==> src/design/ppi_parity.sv <==
// Shared constants for the primary PCI port and its even-parity generator.
package ppi_pkg;

    // Bus widths of the multiplexed address/data and command/enable lines.
    localparam int AD_W            = 32;
    localparam int CBE_W           = 4;
    // Supported primary bus clock range, in MHz.
    localparam int PCI_MIN_MHZ     = 33;
    localparam int PCI_MAX_MHZ     = 66;
    // Number of flip-flops every pin input passes before logic reads it.
    localparam int SYNC_DEPTH      = 2;
    // Clocks a sustained line is driven high before it is released.
    localparam int STS_HIGH_CYCLES = 1;
    // Clocks by which the parity line trails the address/data lines.
    localparam int PAR_LAG         = 1;
    // Command bit that tells a write (set) from a read (clear).
    localparam int CMD_WR_BIT      = 0;
    // Width of the whole synchronised pin bundle.
    localparam int PIN_W           = AD_W + CBE_W + 5;
    // Values driven onto the lines while the bus is parked.
    localparam logic [AD_W-1:0]  PARK_AD  = 32'h0000_0000;
    localparam logic [CBE_W-1:0] PARK_CBE = 4'h0;

    // Initiator sequence states.
    typedef enum logic [2:0] {
        M_IDLE = 3'h0,
        M_ADDR = 3'h1,
        M_LOAD = 3'h2,
        M_DATA = 3'h3,
        M_TURN = 3'h4
    } ppi_mst_e;

    // Target sequence states.
    typedef enum logic [1:0] {
        T_IDLE  = 2'h0,
        T_LOAD  = 2'h1,
        T_DRIVE = 2'h2,
        T_TURN  = 2'h3
    } ppi_tgt_e;

endpackage : ppi_pkg

`timescale 1ns/10ps

// Even parity over one address/data word and its command/enable nibble.
module ppi_parity
    import ppi_pkg::*;
(
    input  wire logic [AD_W-1:0]  data,
    input  wire logic [CBE_W-1:0] cbe,
    output wire logic             par
);

    // The xor of all bits is the bit that makes the total count even.
    assign par = ^{data, cbe};

endmodule : ppi_parity

==> src/design/ppi_primary_if.sv <==
// Primary-side PCI port: initiator, target, parking and parity.
// What this block does
// - 32-bit port, all transfers on one clock
// - Address on AD in the first clock of FRAME asserted
// - Data moves only when both readies low
// - Command in address phase, enables after
// - Park AD, enables, parity while granted idle
// - Parity makes ones count even
// - Address/write parity checked one clock later
// - Read parity driven one clock after TRDY
// - Parity released one clock after AD
// - FRAME high marks the final data phase
// - Sustained lines driven high before release
// - Asserted ready held until phase completes
`timescale 1ns/10ps

module ppi_primary_if
    import ppi_pkg::*;
#(
    parameter int CNT_W = 8  // Width of the burst word count.
)(
    input  wire logic              ref_clk,
    input  wire logic              reset,
    // Primary bus pins, each but grant split into in, out and low-true enable.
    input  wire logic [AD_W-1:0]   primary_address_data_in,
    output logic      [AD_W-1:0]   primary_address_data_out,
    output logic                   primary_address_data_oe_n,
    input  wire logic [CBE_W-1:0]  primary_command_byte_enables_in,
    output logic      [CBE_W-1:0]  primary_command_byte_enables_out,
    output logic                   primary_command_byte_enables_oe_n,
    input  wire logic              primary_parity_bit_in,
    output logic                   primary_parity_bit_out,
    output logic                   primary_parity_bit_oe_n,
    input  wire logic              primary_frame_n_in,
    output logic                   primary_frame_n_out,
    output logic                   primary_frame_n_oe_n,
    input  wire logic              primary_initiator_ready_n_in,
    output logic                   primary_initiator_ready_n_out,
    output logic                   primary_initiator_ready_n_oe_n,
    input  wire logic              primary_target_ready_n_in,
    output logic                   primary_target_ready_n_out,
    output logic                   primary_target_ready_n_oe_n,
    input  wire logic              primary_grant_n,
    // Initiator request side.
    input  wire logic              mst_req,
    output logic                   mst_req_ready,
    input  wire logic [3:0]        mst_cmd,
    input  wire logic [AD_W-1:0]   mst_addr,
    input  wire logic [CBE_W-1:0]  mst_be,
    input  wire logic [CNT_W-1:0]  mst_count,
    input  wire logic              mst_wr_valid,
    output logic                   mst_wr_ready,
    input  wire logic [AD_W-1:0]   mst_wr_data,
    output logic                   mst_rd_valid,
    output logic      [AD_W-1:0]   mst_rd_data,
    // Target side.
    output logic                   tgt_addr_valid,
    output logic      [AD_W-1:0]   tgt_addr,
    output logic      [3:0]        tgt_cmd,
    input  wire logic              tgt_claim,
    input  wire logic              tgt_rd_valid,
    output logic                   tgt_rd_ready,
    input  wire logic [AD_W-1:0]   tgt_rd_data,
    output logic                   tgt_wr_valid,
    output logic      [AD_W-1:0]   tgt_wr_data,
    output logic      [CBE_W-1:0]  tgt_wr_be,
    // Parity error pulses, one clock long.
    output logic                   addr_par_err,
    output logic                   data_par_err
);

    // A zero-width counter cannot hold a burst length.
    if (CNT_W < 1 || CNT_W > 16) begin : g_bad_cnt
        $error("ppi_primary_if: CNT_W must lie in 1..16");
    end

    logic [PIN_W-1:0] sync1_q;        // First stage, read only by stage two.
    logic [PIN_W-1:0] sync2_q;        // Settled pin values.
    wire  [AD_W-1:0]  ad_s    = sync2_q[PIN_W-1 -: AD_W];
    wire  [CBE_W-1:0] cbe_s   = sync2_q[5 +: CBE_W];
    wire              par_s   = sync2_q[4];
    wire              frame_s = sync2_q[3];
    wire              irdy_s  = sync2_q[2];
    wire              trdy_s  = sync2_q[1];
    wire              gnt_s   = sync2_q[0];

    // Every pin passes two flops; the whole port then runs on ref_clk.
    always_ff @(posedge ref_clk or posedge reset) begin
        if (reset) begin
            sync1_q <= '1;
            sync2_q <= '1;
        end else begin
            sync1_q <= {primary_address_data_in,
                        primary_command_byte_enables_in,
                        primary_parity_bit_in, primary_frame_n_in,
                        primary_initiator_ready_n_in,
                        primary_target_ready_n_in, primary_grant_n};
            sync2_q <= sync1_q;
        end
    end

    ppi_mst_e         m_state_q;      // Initiator state.
    logic [CNT_W-1:0] m_cnt_q;        // Data phases still to run.
    logic [AD_W-1:0]  m_addr_q;       // Captured start address.
    logic [3:0]       m_cmd_q;        // Captured bus command.
    logic [CBE_W-1:0] m_be_q;         // Byte enables for every phase.
    logic [AD_W-1:0]  m_wdata_q;      // Write word on the bus.
    logic             m_write_q;      // Burst is a write.
    ppi_tgt_e         t_state_q;      // Target state.
    logic             t_write_q;      // Claimed access is a write.
    logic [AD_W-1:0]  t_ad_q;         // Read word driven as target.
    logic             frame_prev_q;   // Settled FRAME one clock ago.
    logic [1:0]       own_frame_q;    // Our FRAME drive, aged to match.
    logic [1:0]       own_ad_q;       // Our AD drive, aged to match.
    logic             chk_addr_q;     // Address parity due this clock.
    logic             chk_data_q;     // Data parity due this clock.
    logic             exp_par_q;      // Parity expected from the bus.
    logic             par_q;          // Driven parity bit.
    logic             par_oe_n_q;     // Parity enable, trails AD.

    wire bus_idle   = frame_s & irdy_s;
    wire m_last     = (m_cnt_q == CNT_W'(1));
    wire m_start    = (m_state_q == M_IDLE) & (t_state_q == T_IDLE) & mst_req
                    & ~gnt_s & bus_idle & (mst_count != '0);
    wire m_in_data  = (m_state_q == M_LOAD) | (m_state_q == M_DATA);
    wire m_xfer     = (m_state_q == M_DATA) & ~trdy_s;
    wire t_xfer     = (t_state_q == T_DRIVE) & ~irdy_s;
    wire xfer_s     = ~irdy_s & ~trdy_s;
    wire addr_phase = ~frame_s & frame_prev_q & ~own_frame_q[1];
    wire park       = (m_state_q == M_IDLE) & (t_state_q == T_IDLE)
                    & ~gnt_s & bus_idle;

    // Drive decodes for each line group.
    wire m_ad_drv   = (m_state_q == M_ADDR) | (m_write_q & m_in_data);
    wire m_cbe_drv  = (m_state_q == M_ADDR) | m_in_data;
    wire t_ad_drv   = ~t_write_q & ((t_state_q == T_LOAD)
                    | (t_state_q == T_DRIVE));
    wire [CBE_W-1:0] cbe_bus = primary_command_byte_enables_oe_n ? cbe_s
                             : primary_command_byte_enables_out;
    wire par_gen;                     // Parity of what we drive now.
    wire par_chk;                     // Parity of what the bus carried.

    assign mst_req_ready = (m_state_q == M_IDLE);
    assign mst_wr_ready  = (m_state_q == M_LOAD) & m_write_q;
    assign tgt_rd_ready  = (t_state_q == T_LOAD);

    // Address and command only in the address phase, enables after it.
    assign primary_address_data_oe_n = ~(m_ad_drv | t_ad_drv | park);
    assign primary_address_data_out  =
        (m_state_q == M_ADDR) ? m_addr_q :
        m_ad_drv ? m_wdata_q : t_ad_drv ? t_ad_q : PARK_AD;
    assign primary_command_byte_enables_oe_n = ~(m_cbe_drv | park);
    assign primary_command_byte_enables_out  =
        (m_state_q == M_ADDR) ? m_cmd_q :
        m_cbe_drv ? m_be_q : PARK_CBE;
    // FRAME is low through the access and high in the last phase.
    assign primary_frame_n_oe_n = ~((m_state_q == M_ADDR) | m_in_data);
    assign primary_frame_n_out  = (m_state_q != M_ADDR) & (~m_in_data
                                | m_last);
    // IRDY stays driven, high, in the turn clock before release.
    assign primary_initiator_ready_n_oe_n = ~(m_in_data
                                          | (m_state_q == M_TURN));
    assign primary_initiator_ready_n_out  = (m_state_q != M_DATA);
    assign primary_target_ready_n_oe_n    = (t_state_q == T_IDLE);
    assign primary_target_ready_n_out     = (t_state_q != T_DRIVE);
    assign primary_parity_bit_out         = par_q;
    assign primary_parity_bit_oe_n        = par_oe_n_q;

    ppi_parity u_par_gen (
        .data (primary_address_data_out),
        .cbe  (cbe_bus),
        .par  (par_gen)
    );

    ppi_parity u_par_chk (
        .data (ad_s),
        .cbe  (cbe_s),
        .par  (par_chk)
    );

    // Initiator sequence: address, then load and data phases in turn.
    always_ff @(posedge ref_clk or posedge reset) begin
        if (reset) begin
            m_state_q    <= M_IDLE;
            m_cnt_q      <= '0;
            m_addr_q     <= '0;
            m_cmd_q      <= '0;
            m_be_q       <= '0;
            m_wdata_q    <= '0;
            m_write_q    <= 1'b0;
            mst_rd_valid <= 1'b0;
            mst_rd_data  <= '0;
        end else begin
            mst_rd_valid <= m_xfer & ~m_write_q;
            if (m_xfer & ~m_write_q) begin
                mst_rd_data <= ad_s;
            end
            case (m_state_q)
                M_IDLE: begin
                    if (m_start) begin
                        m_state_q <= M_ADDR;
                        m_cnt_q   <= mst_count;
                        m_addr_q  <= mst_addr;
                        m_cmd_q   <= mst_cmd;
                        m_be_q    <= mst_be;
                        m_write_q <= mst_cmd[CMD_WR_BIT];
                    end
                end
                M_ADDR: begin
                    m_state_q <= M_LOAD;
                end
                M_LOAD: begin
                    // Reads need no word; writes wait for one.
                    if (~m_write_q | mst_wr_valid) begin
                        m_wdata_q <= mst_wr_data;
                        m_state_q <= M_DATA;
                    end
                end
                M_DATA: begin
                    // IRDY holds low until the target answers.
                    if (m_xfer) begin
                        m_cnt_q   <= m_cnt_q - CNT_W'(1);
                        m_state_q <= m_last ? M_TURN : M_LOAD;
                    end
                end
                M_TURN: begin
                    m_state_q <= M_IDLE;
                end
                default: begin
                    m_state_q <= M_IDLE;
                end
            endcase
        end
    end

    // Target sequence; the user decodes the address and claims it.
    always_ff @(posedge ref_clk or posedge reset) begin
        if (reset) begin
            t_state_q    <= T_IDLE;
            t_write_q    <= 1'b0;
            t_ad_q       <= '0;
            tgt_wr_valid <= 1'b0;
            tgt_wr_data  <= '0;
            tgt_wr_be    <= '0;
        end else begin
            tgt_wr_valid <= t_xfer & t_write_q;
            if (t_xfer & t_write_q) begin
                tgt_wr_data <= ad_s;
                tgt_wr_be   <= cbe_s;
            end
            case (t_state_q)
                T_IDLE: begin
                    if (tgt_addr_valid & tgt_claim) begin
                        t_write_q <= tgt_cmd[CMD_WR_BIT];
                        t_state_q <= tgt_cmd[CMD_WR_BIT] ? T_DRIVE : T_LOAD;
                    end
                end
                T_LOAD: begin
                    if (tgt_rd_valid) begin
                        t_ad_q    <= tgt_rd_data;
                        t_state_q <= T_DRIVE;
                    end
                end
                T_DRIVE: begin
                    // TRDY holds low until the initiator is ready too.
                    if (t_xfer) begin
                        t_state_q <= frame_s ? T_TURN
                                   : (t_write_q ? T_DRIVE : T_LOAD);
                    end
                end
                T_TURN: begin
                    t_state_q <= T_IDLE;
                end
                default: begin
                    t_state_q <= T_IDLE;
                end
            endcase
        end
    end

    // Address capture, ownership history and the parity checker.
    always_ff @(posedge ref_clk or posedge reset) begin
        if (reset) begin
            frame_prev_q   <= 1'b1;
            own_frame_q    <= '0;
            own_ad_q       <= '0;
            tgt_addr_valid <= 1'b0;
            tgt_addr       <= '0;
            tgt_cmd        <= '0;
            chk_addr_q     <= 1'b0;
            chk_data_q     <= 1'b0;
            exp_par_q      <= 1'b0;
            addr_par_err   <= 1'b0;
            data_par_err   <= 1'b0;
        end else begin
            frame_prev_q   <= frame_s;
            own_frame_q    <= {own_frame_q[0], ~primary_frame_n_oe_n};
            own_ad_q       <= {own_ad_q[0], ~primary_address_data_oe_n};
            tgt_addr_valid <= addr_phase;
            if (addr_phase) begin
                tgt_addr <= ad_s;
                tgt_cmd  <= cbe_s;
            end
            // The bus parity bit arrives one clock after its word.
            chk_addr_q   <= addr_phase;
            chk_data_q   <= xfer_s & ~own_ad_q[1];
            exp_par_q    <= par_chk;
            addr_par_err <= chk_addr_q & (par_s != exp_par_q);
            data_par_err <= chk_data_q & (par_s != exp_par_q);
        end
    end

    // Parity follows its word by one clock, enable included.
    always_ff @(posedge ref_clk or posedge reset) begin
        if (reset) begin
            par_q      <= 1'b0;
            par_oe_n_q <= 1'b1;
        end else begin
            par_q      <= par_gen;
            par_oe_n_q <= primary_address_data_oe_n;
        end
    end
endmodule : ppi_primary_if

==> config.mk <==
export PLATFORM = sky130hd
export DESIGN_NAME = ppi_primary_if
export DESIGN_NICKNAME = d
export VERILOG_FILES = /design/src/design/ppi_parity.sv /design/src/design/ppi_primary_if.sv
export SDC_FILE = /design/constraint.sdc
export NUM_CORES = 1
export LEC_CHECK = 0
export ABC_AREA = 1
export BUFFER_PORTS_ARGS = -buffer_cell sky130_fd_sc_hd__buf_2
export CAP_MARGIN = 20
export CELL_PAD_IN_SITES_DETAIL_PLACEMENT = 1
export CELL_PAD_IN_SITES_GLOBAL_PLACEMENT = 1
export CORE_MARGIN = 4
export CORE_UTILIZATION = 37
export DETAILED_ROUTE_END_ITERATION = 10
export PLACE_DENSITY = 0.82
export REMOVE_ABC_BUFFERS = 1
export SYNTH_ARGS = -nofsm -noshare
export SYNTH_HDL_FRONTEND = slang
export SYNTH_SLANG_ARGS = --single-unit
export TNS_END_PERCENT = 30
==> constraint.sdc <==
create_clock -name ref_clk -period 9.4 [get_ports ref_clk]
set_clock_uncertainty 0.05 [all_clocks]
set_input_delay 0.94 -clock ref_clk [delete_from_list [all_inputs] [get_ports ref_clk]]
set_output_delay 0.94 -clock ref_clk [all_outputs]
set_load 0.005 [all_outputs]
==> results of run 1 <==
[logic make-up (layout without fill, tap and decap cells)]
kind of cell | after synthesis | after routing | share of synthesized area [%]
multiplexers | 75 | 75 | 6.11
adder cells (fa/ha/maj) | 6 | 6 | 0.543
AND/OR/NAND/NOR | 560 | 560 | 17.1
XOR/XNOR | 43 | 43 | 2.83
AO/OA/AOI/OAI | 214 | 214 | 8.96
buffers and inverters | 198 | 535 | 6.15
flip-flops | 318 | 318 | 58.3
other | 0 | 13 | 0
[final timing paths]
kind                               from                          end  slack, ns  cells after the start
setup / recovery           m_state_q[1]  primary_address_data_out[2]       5.32                      7
hold / removal              own_ad_q[0]                  own_ad_q[1]       0.30                      0
setup reg to reg           m_state_q[1]       primary_parity_bit_out       5.92                     18
hold reg to reg             own_ad_q[0]                  own_ad_q[1]       0.30                      0
max in group asynchronous         reset                   m_cnt_q[7]       7.38                      3
min in group asynchronous         reset                   m_cnt_q[0]       0.42                      2
[sequential cells by signal, indices dropped and copies added (netlist names), 32 cells and up]
signal	cells
sync2_q	41
mst_rd_data	32
m_addr_q	32
m_wdata_q	32
sync1_q	41
tgt_wr_data	32
tgt_addr	32
t_ad_q	32
[layout make-up]
type	instances	area share (%)
Antenna cell	13	0.189
Multi-Input combinational cell	898	28.8
Clock buffer	53	6.51
Tap cell	468	3.41
Inverter	140	3.12
Clock inverter	17	1.15
Sequential cell	318	47.0
Timing Repair Buffer	325	9.90
[metrics by stage]
stage	worst slack, ns	total power [mW]	cell area, um^2
floorplan	-0.251	3.71	13500
global placement	6.06	4.51	15800
detailed placement	5.92	4.68	15800
CTS	5.26	6.29	17100
global route	5.08	6.73	17200
finish	5.32	6.23	17200
[worst max-delay path, cell delays in order, from the launching register on]
cell,delay (ns)
dfrtp_1,0.63
inv_4,0.10
nand3_4,0.22
buf_4,0.86
o21ai_1,0.25
nor2_1,0.21
nor2_2,0.07
buf_2,0.15
[cell usage after synthesis (4+ instances only)]
master    instances  area [um^2]
nand3_1          63          315
nand2_1         353         1330
inv_1           124          465
nor2_1           89          334
dfrtp_1         234         5860
dfstp_2          84         2210
nor2_2            9         56.3
clkinv_1          5         18.8
inv_2            10         37.5
nand2_2          14         87.6
or2_1            10         62.6
xnor2_1          31          272
o21ai_1          17         85.1
buf_4             7         52.6
o22ai_1           4         25.0
a21oi_1          39          195
o21ai_0         124          621
mux2_2           75          845
nor3_1            7         35.0
clkbuf_1         31          116
buf_2             9         45.0
xor2_1           10         87.6
a21oi_2           9         78.8
ha_1              6         75.1
buf_6             6         67.6
[per-layer routing]
layer  share of wire [%]  track usage, %  vias up
met1                  39            24.8     5515
met3                 6.5            5.64       98
met2                  51            37.4      278
met4                 3.5            8.47       12
met5                0.18               0        -
li1                    -               -     5147
[where the power goes]
| group | leakage, nW | total, mW | switching, mW | internal (mW) |
|---|---|---|---|---|
| Clock | 0.653 | 1.51 | 0.615 | 0.897 |
| Sequential | 3.85 | 2.03 | 0.233 | 1.79 |
| Combinational | 4.35 | 2.69 | 1.69 | 1.00 |
| Total | 8.85 | 6.23 | 2.54 | 3.69 |
==> flow_summary.toml, run 1 <==
[logic_synthesis]
proportion_of_synthesized_chip_area_in_sequential_cells_pct = 58.3
synthesis.instances = 1414
number_of_flops_mapped_to_enable_cells_by_yosys = 0
ys_async_sr_fraction_pct = 100
yosys_register_bits = 318
syn-mean-instance-area_um2 = 9.78
yosys.cell_types.count = 49
syn-cell-area_um2 = 13800
ys.flop_type = "dfrtp_1"
synth-warning-count = 0

[cts]
cts_buffers = 38
tritoncts = "done"
cts.reportedPaths.clkPinSlew_ns = 0.06
clock_sinks = 318
cts_max_path_buffers = 3
clockRootBuffer = "clkbuf_16"
clock_insertion_delay_worst_skew_ns = 0.55
post-cts-setup-buffers = 0
cts-htree-levels = 2
post_cts_resized = 0
holdBufCountCts = 0

[floorplanning]
fp.coreArea_um2 = 36800
initial_core_util_pct = 37.6
row_count = 70
floorplan.io_pins = 317
fp.dieW_um = 201
die_h_um = 201
fp.dieArea_um2 = 40500

[cells_and_area]
area.sequential_um2 = 8060
final_cell_mix = "nand2_1, buf_2, dfrtp_1, o21ai_0, inv_1"
layout.core_utilization_pct = 46.7
finalNetCount = 1886
multi_input_comb_area_um2 = 4940
n_fill_cell = 4259
layout.cells.most_common = "nand2_1"
syn2layout_area_growth_pct = 24.1
instances_no_fill = 2232
post_route_cells_drive_above_1_share_pct = 35.5

[global_route]
number_of_antenna_violations_at_the_first_check_in_global_routing = 17
first_global_vias = 12100
grt_remaining_overflow = 0
largest_net_degree_at_the_start_of_global_routing = 193
grt_pass1_wl_um = 68700
track_usage_pct = 21.3

[placement]
place.detailed.hpwl_um = 29100
port_buffers = 316
finalWeightedCongestion = 0.816
numPlacedInstances = 2146

[sta]
slew-limit-headroom_pct = 28.9
hold_slack_ns = 0.296
final_min_period_over_clock_period_pct = 43.4
final_hold_violations = 0
actual_slew_at_the_worst_max_slew_pin_ns = 1.07
grt_setup_unrepaired = "no"
finalSetupViolations = 0
clock.fmax_mhz = 245
finalWorstPathRequiredPeriod_ns = 4.08
fin_setup_tns_ns = 0
report.final.slew_viol_count = 0

[run_status]
outcome = "complete, no violations"

[worst_setup_path]
cp.required_ns = 8.41
timing_worst_setup_path_type = "reg -> out"
timing.critical_path.arrival_ns = 3.09
start_kind = "register"
endpoint_type_of_the_worst_setup_path = "primary output"
critical_path.max_fanout = 93

[detailed_routing]
drt_pass1_iterations = 5
detail_route.drc_violations = 0
totalWireLength_um = 43800
via_count = 11100
detailedRoute.firstIterationViolations = 609
viasPerCell = 4.95
antenna_left = 0
wl_per_cell_um = 19.6

[pwr]
power.ir.vdd_worst_mv = 0.200
power_density_nw_per_um2 = 363
power.leakage_nw = 8.85

[flow_run]
max_cap_viols = 0

[min_path]
hold_path_class = "reg -> reg"
(Power assumes the default switching activity.)
==> run 2: changes to the inputs <==
clock period = 3.7 ns   (was 9.4 ns; I/O delays follow)
==> run 2 against run 1 <==
Compared with the run above: via count is 6.1% higher; wire length up 8.9%; power rose to 2.6 times the previous value; critical endpoint is now primary_address_data_out[28]; sequential cell count is the same; worst hold slack worse by 0.27 ns; utilization increased by 2.6 points; register-to-register slack got worse by 5.4 ns; cell area is 5.5% higher; setup slack lost 4.8 ns; sequential share of layout area fell by 2.4 points; critical path depth is 2 lower.
==> flow_summary.toml, run 2 (same netlist as run 1, synthesis figures left out) <==
[run_status]
outcome = "complete, no violations"

[global_route]
grt_pass1_wl_um = 74700
number_of_antenna_violations_at_the_first_check_in_global_routing = 3
grt_remaining_overflow = 0
first_global_vias = 13100
largest_net_degree_at_the_start_of_global_routing = 92
track_usage_pct = 23.1

[worst_setup_path]
crit_family = "simple AND/OR/NAND/NOR gates"
timing.critical_path.arrival_ns = 2.75
start_kind = "register"
timing_worst_setup_path_type = "reg -> out"
endpoint_type_of_the_worst_setup_path = "primary output"
regToRegSetupSlack_ns = 0.55
max_stage_delay_ns = 0.64
r2r-start = "m_state_q[1]"
setup.worst_path.end = "primary_address_data_out[28]"
r2r.worst_path.cells = 17
critPathLaunch = "m_state_q[1]"
cp.required_ns = 3.28
cp.buffers_inverters = 1
worstReg2RegEnd = "primary_parity_bit_out"
critical_path_cell_count = 5
cpMaxStageDelayCell = "dfrtp_1"
critical_path.max_fanout = 34
path_cells = "nand3_4, nand2_4, nand2_1, a31oi_4, buf_2"

[pwr]
internal_power_mw = 9.52
power_switching_share_pct = 40.9
power_density_nw_per_um2 = 890
clock_power_share_pct = 23.9
power.switching_mw = 6.60
power.ir.vdd_worst_mv = 0.471
power.leakage_nw = 9.25
pwr-share-comb_pct = 44.0
power.sequential.fraction_pct = 32.1

[sta]
final_min_period_over_clock_period_pct = 85.7
final_hold_violations = 0
grt_setup_unrepaired = "no"
clock.fmax_mhz = 316
finalWorstPathRequiredPeriod_ns = 3.17
setup_ws_ns = 0.531
report.final.slew_viol_count = 0
finalSetupViolations = 0
slew-limit-headroom_pct = 31.9
fin_setup_tns_ns = 0
actual_slew_at_the_worst_max_slew_pin_ns = 1.02

[placement]
place.detailed.hpwl_um = 30900
area_post_placement_um2 = 15800
port_buffers = 316
numPlacedInstances = 2151
preCtsSetupSlack_ns = 0.703
finalWeightedCongestion = 0.844

[detailed_routing]
drt_pass1_iterations = 5
antenna_left = 0
wl_met2_um = 24500
viasPerCell = 5.06
detail_route.wirelength.met1_um = 18800
via_count = 11700
route.met3.wl_um = 2170
detailedRoute.firstIterationViolations = 580
topRoutingLayerUsed = "met4"
totalWireLength_um = 47700
wl_per_cell_um = 20.6
detail_route.drc_violations = 0

[cells_and_area]
final_area_um2 = 18100
finalNetCount = 1983
instances_no_fill = 2316
post_route_cells_drive_above_1_share_pct = 33.6
syn2layout_area_growth_pct = 30.9
layout.core_utilization_pct = 49.2
biggestRegsByFlops = "sync1_q: 41 flops, sync2_q: 41 flops"
final_cell_mix = "nand2_1, buf_2, dfrtp_1, o21ai_0, inv_1"
layout.cells.most_common = "nand2_1"

[flow_run]
max_cap_viols = 0

[floorplanning]
fp.dieArea_um2 = 40500
die_h_um = 201
fp.dieW_um = 201
row_count = 70
floorplan.io_pins = 317
fp.coreArea_um2 = 36800
initial_core_util_pct = 37.6

[cts]
clock_insertion_delay_worst_skew_ns = 0.55
tritoncts = "done"
post_cts_resized = 0
clock_sinks = 318
cts_buffers = 36
cts-htree-levels = 2
cts_max_path_buffers = 3
cts.reportedPaths.clkPinSlew_ns = 0.06
clockRootBuffer = "clkbuf_16"

[min_path]
hold_path_class = "in -> reg"
-- run 2: cell types whose count changed in the layout (fill, tap and decap cells not counted), sizes merged --
cell	delta
dlygate4sd3	+94
buf	+5
clkinvlp	+1
inv	+2
bufinv	+3
clkbuf	-3
clkinv	-8
diode	-10
-- run 2: how the worst min path moves through the flow --
stage	start	end	slack, ns	cells past startpoint
global placement	own_ad_q[0]	own_ad_q[1]	0.28	0
global route	mst_wr_data[29]	m_wdata_q[29]	0.02	2
CTS	mst_wr_data[16]	m_wdata_q[16]	0.001	3
floorplan	own_ad_q[0]	own_ad_q[1]	0.28	0
detailed placement	own_ad_q[0]	own_ad_q[1]	0.29	0
finish	mst_wr_data[29]	m_wdata_q[29]	0.02	2
-- run 2: area by class of cell --
cell class	count	area [um^2]
clock buffer	50	1030
multi-input combinational	898	4940
sequential	318	8060
clock inverter	15	233
inverter	140	536
antenna	3	7.51
tap	468	586
timing repair buffer	424	2720
fill	4200	18700
-- run 2: routing by layer --
metal | global-route usage [%] | vias to the layer above
met5 | 0 | -
met4 | 10.3 | 0
met3 | 4.00 | 110
met2 | 41.1 | 373
met1 | 27.6 | 5913
li1 | - | 5326
-- run 2: power by group through the flow --
stage          clock network [mW]  logic [mW]  registers [mW]
6_report                     3.85        7.09            5.17
3_5_place_dp                    0        6.83            5.17
4_1_cts                      3.91        7.01            5.13
2_1_floorplan                   0        4.35            5.07
3_3_place_gp                    0        6.48            5.10
5_1_grt                      4.07        7.95            5.28
-- run 2: stage by stage --
step	power (mW)	hold WS (ns)
after floorplan	9.42	0.281
after global placement	11.6	0.283
after detailed placement	12.0	0.286
after CTS	16.1	0.00124
after global routing	17.3	0.0151
final	16.1	0.0233
-- run 2: timing repair --
| action | in CTS | in global routing |
|---|---|---|
| hold endpoints to repair | 157 | 0 |
| hold buffers | 94 | 0 |
| buffers inserted | 0 | 0 |
| endpoints found under the setup margin | 0 | 0 |
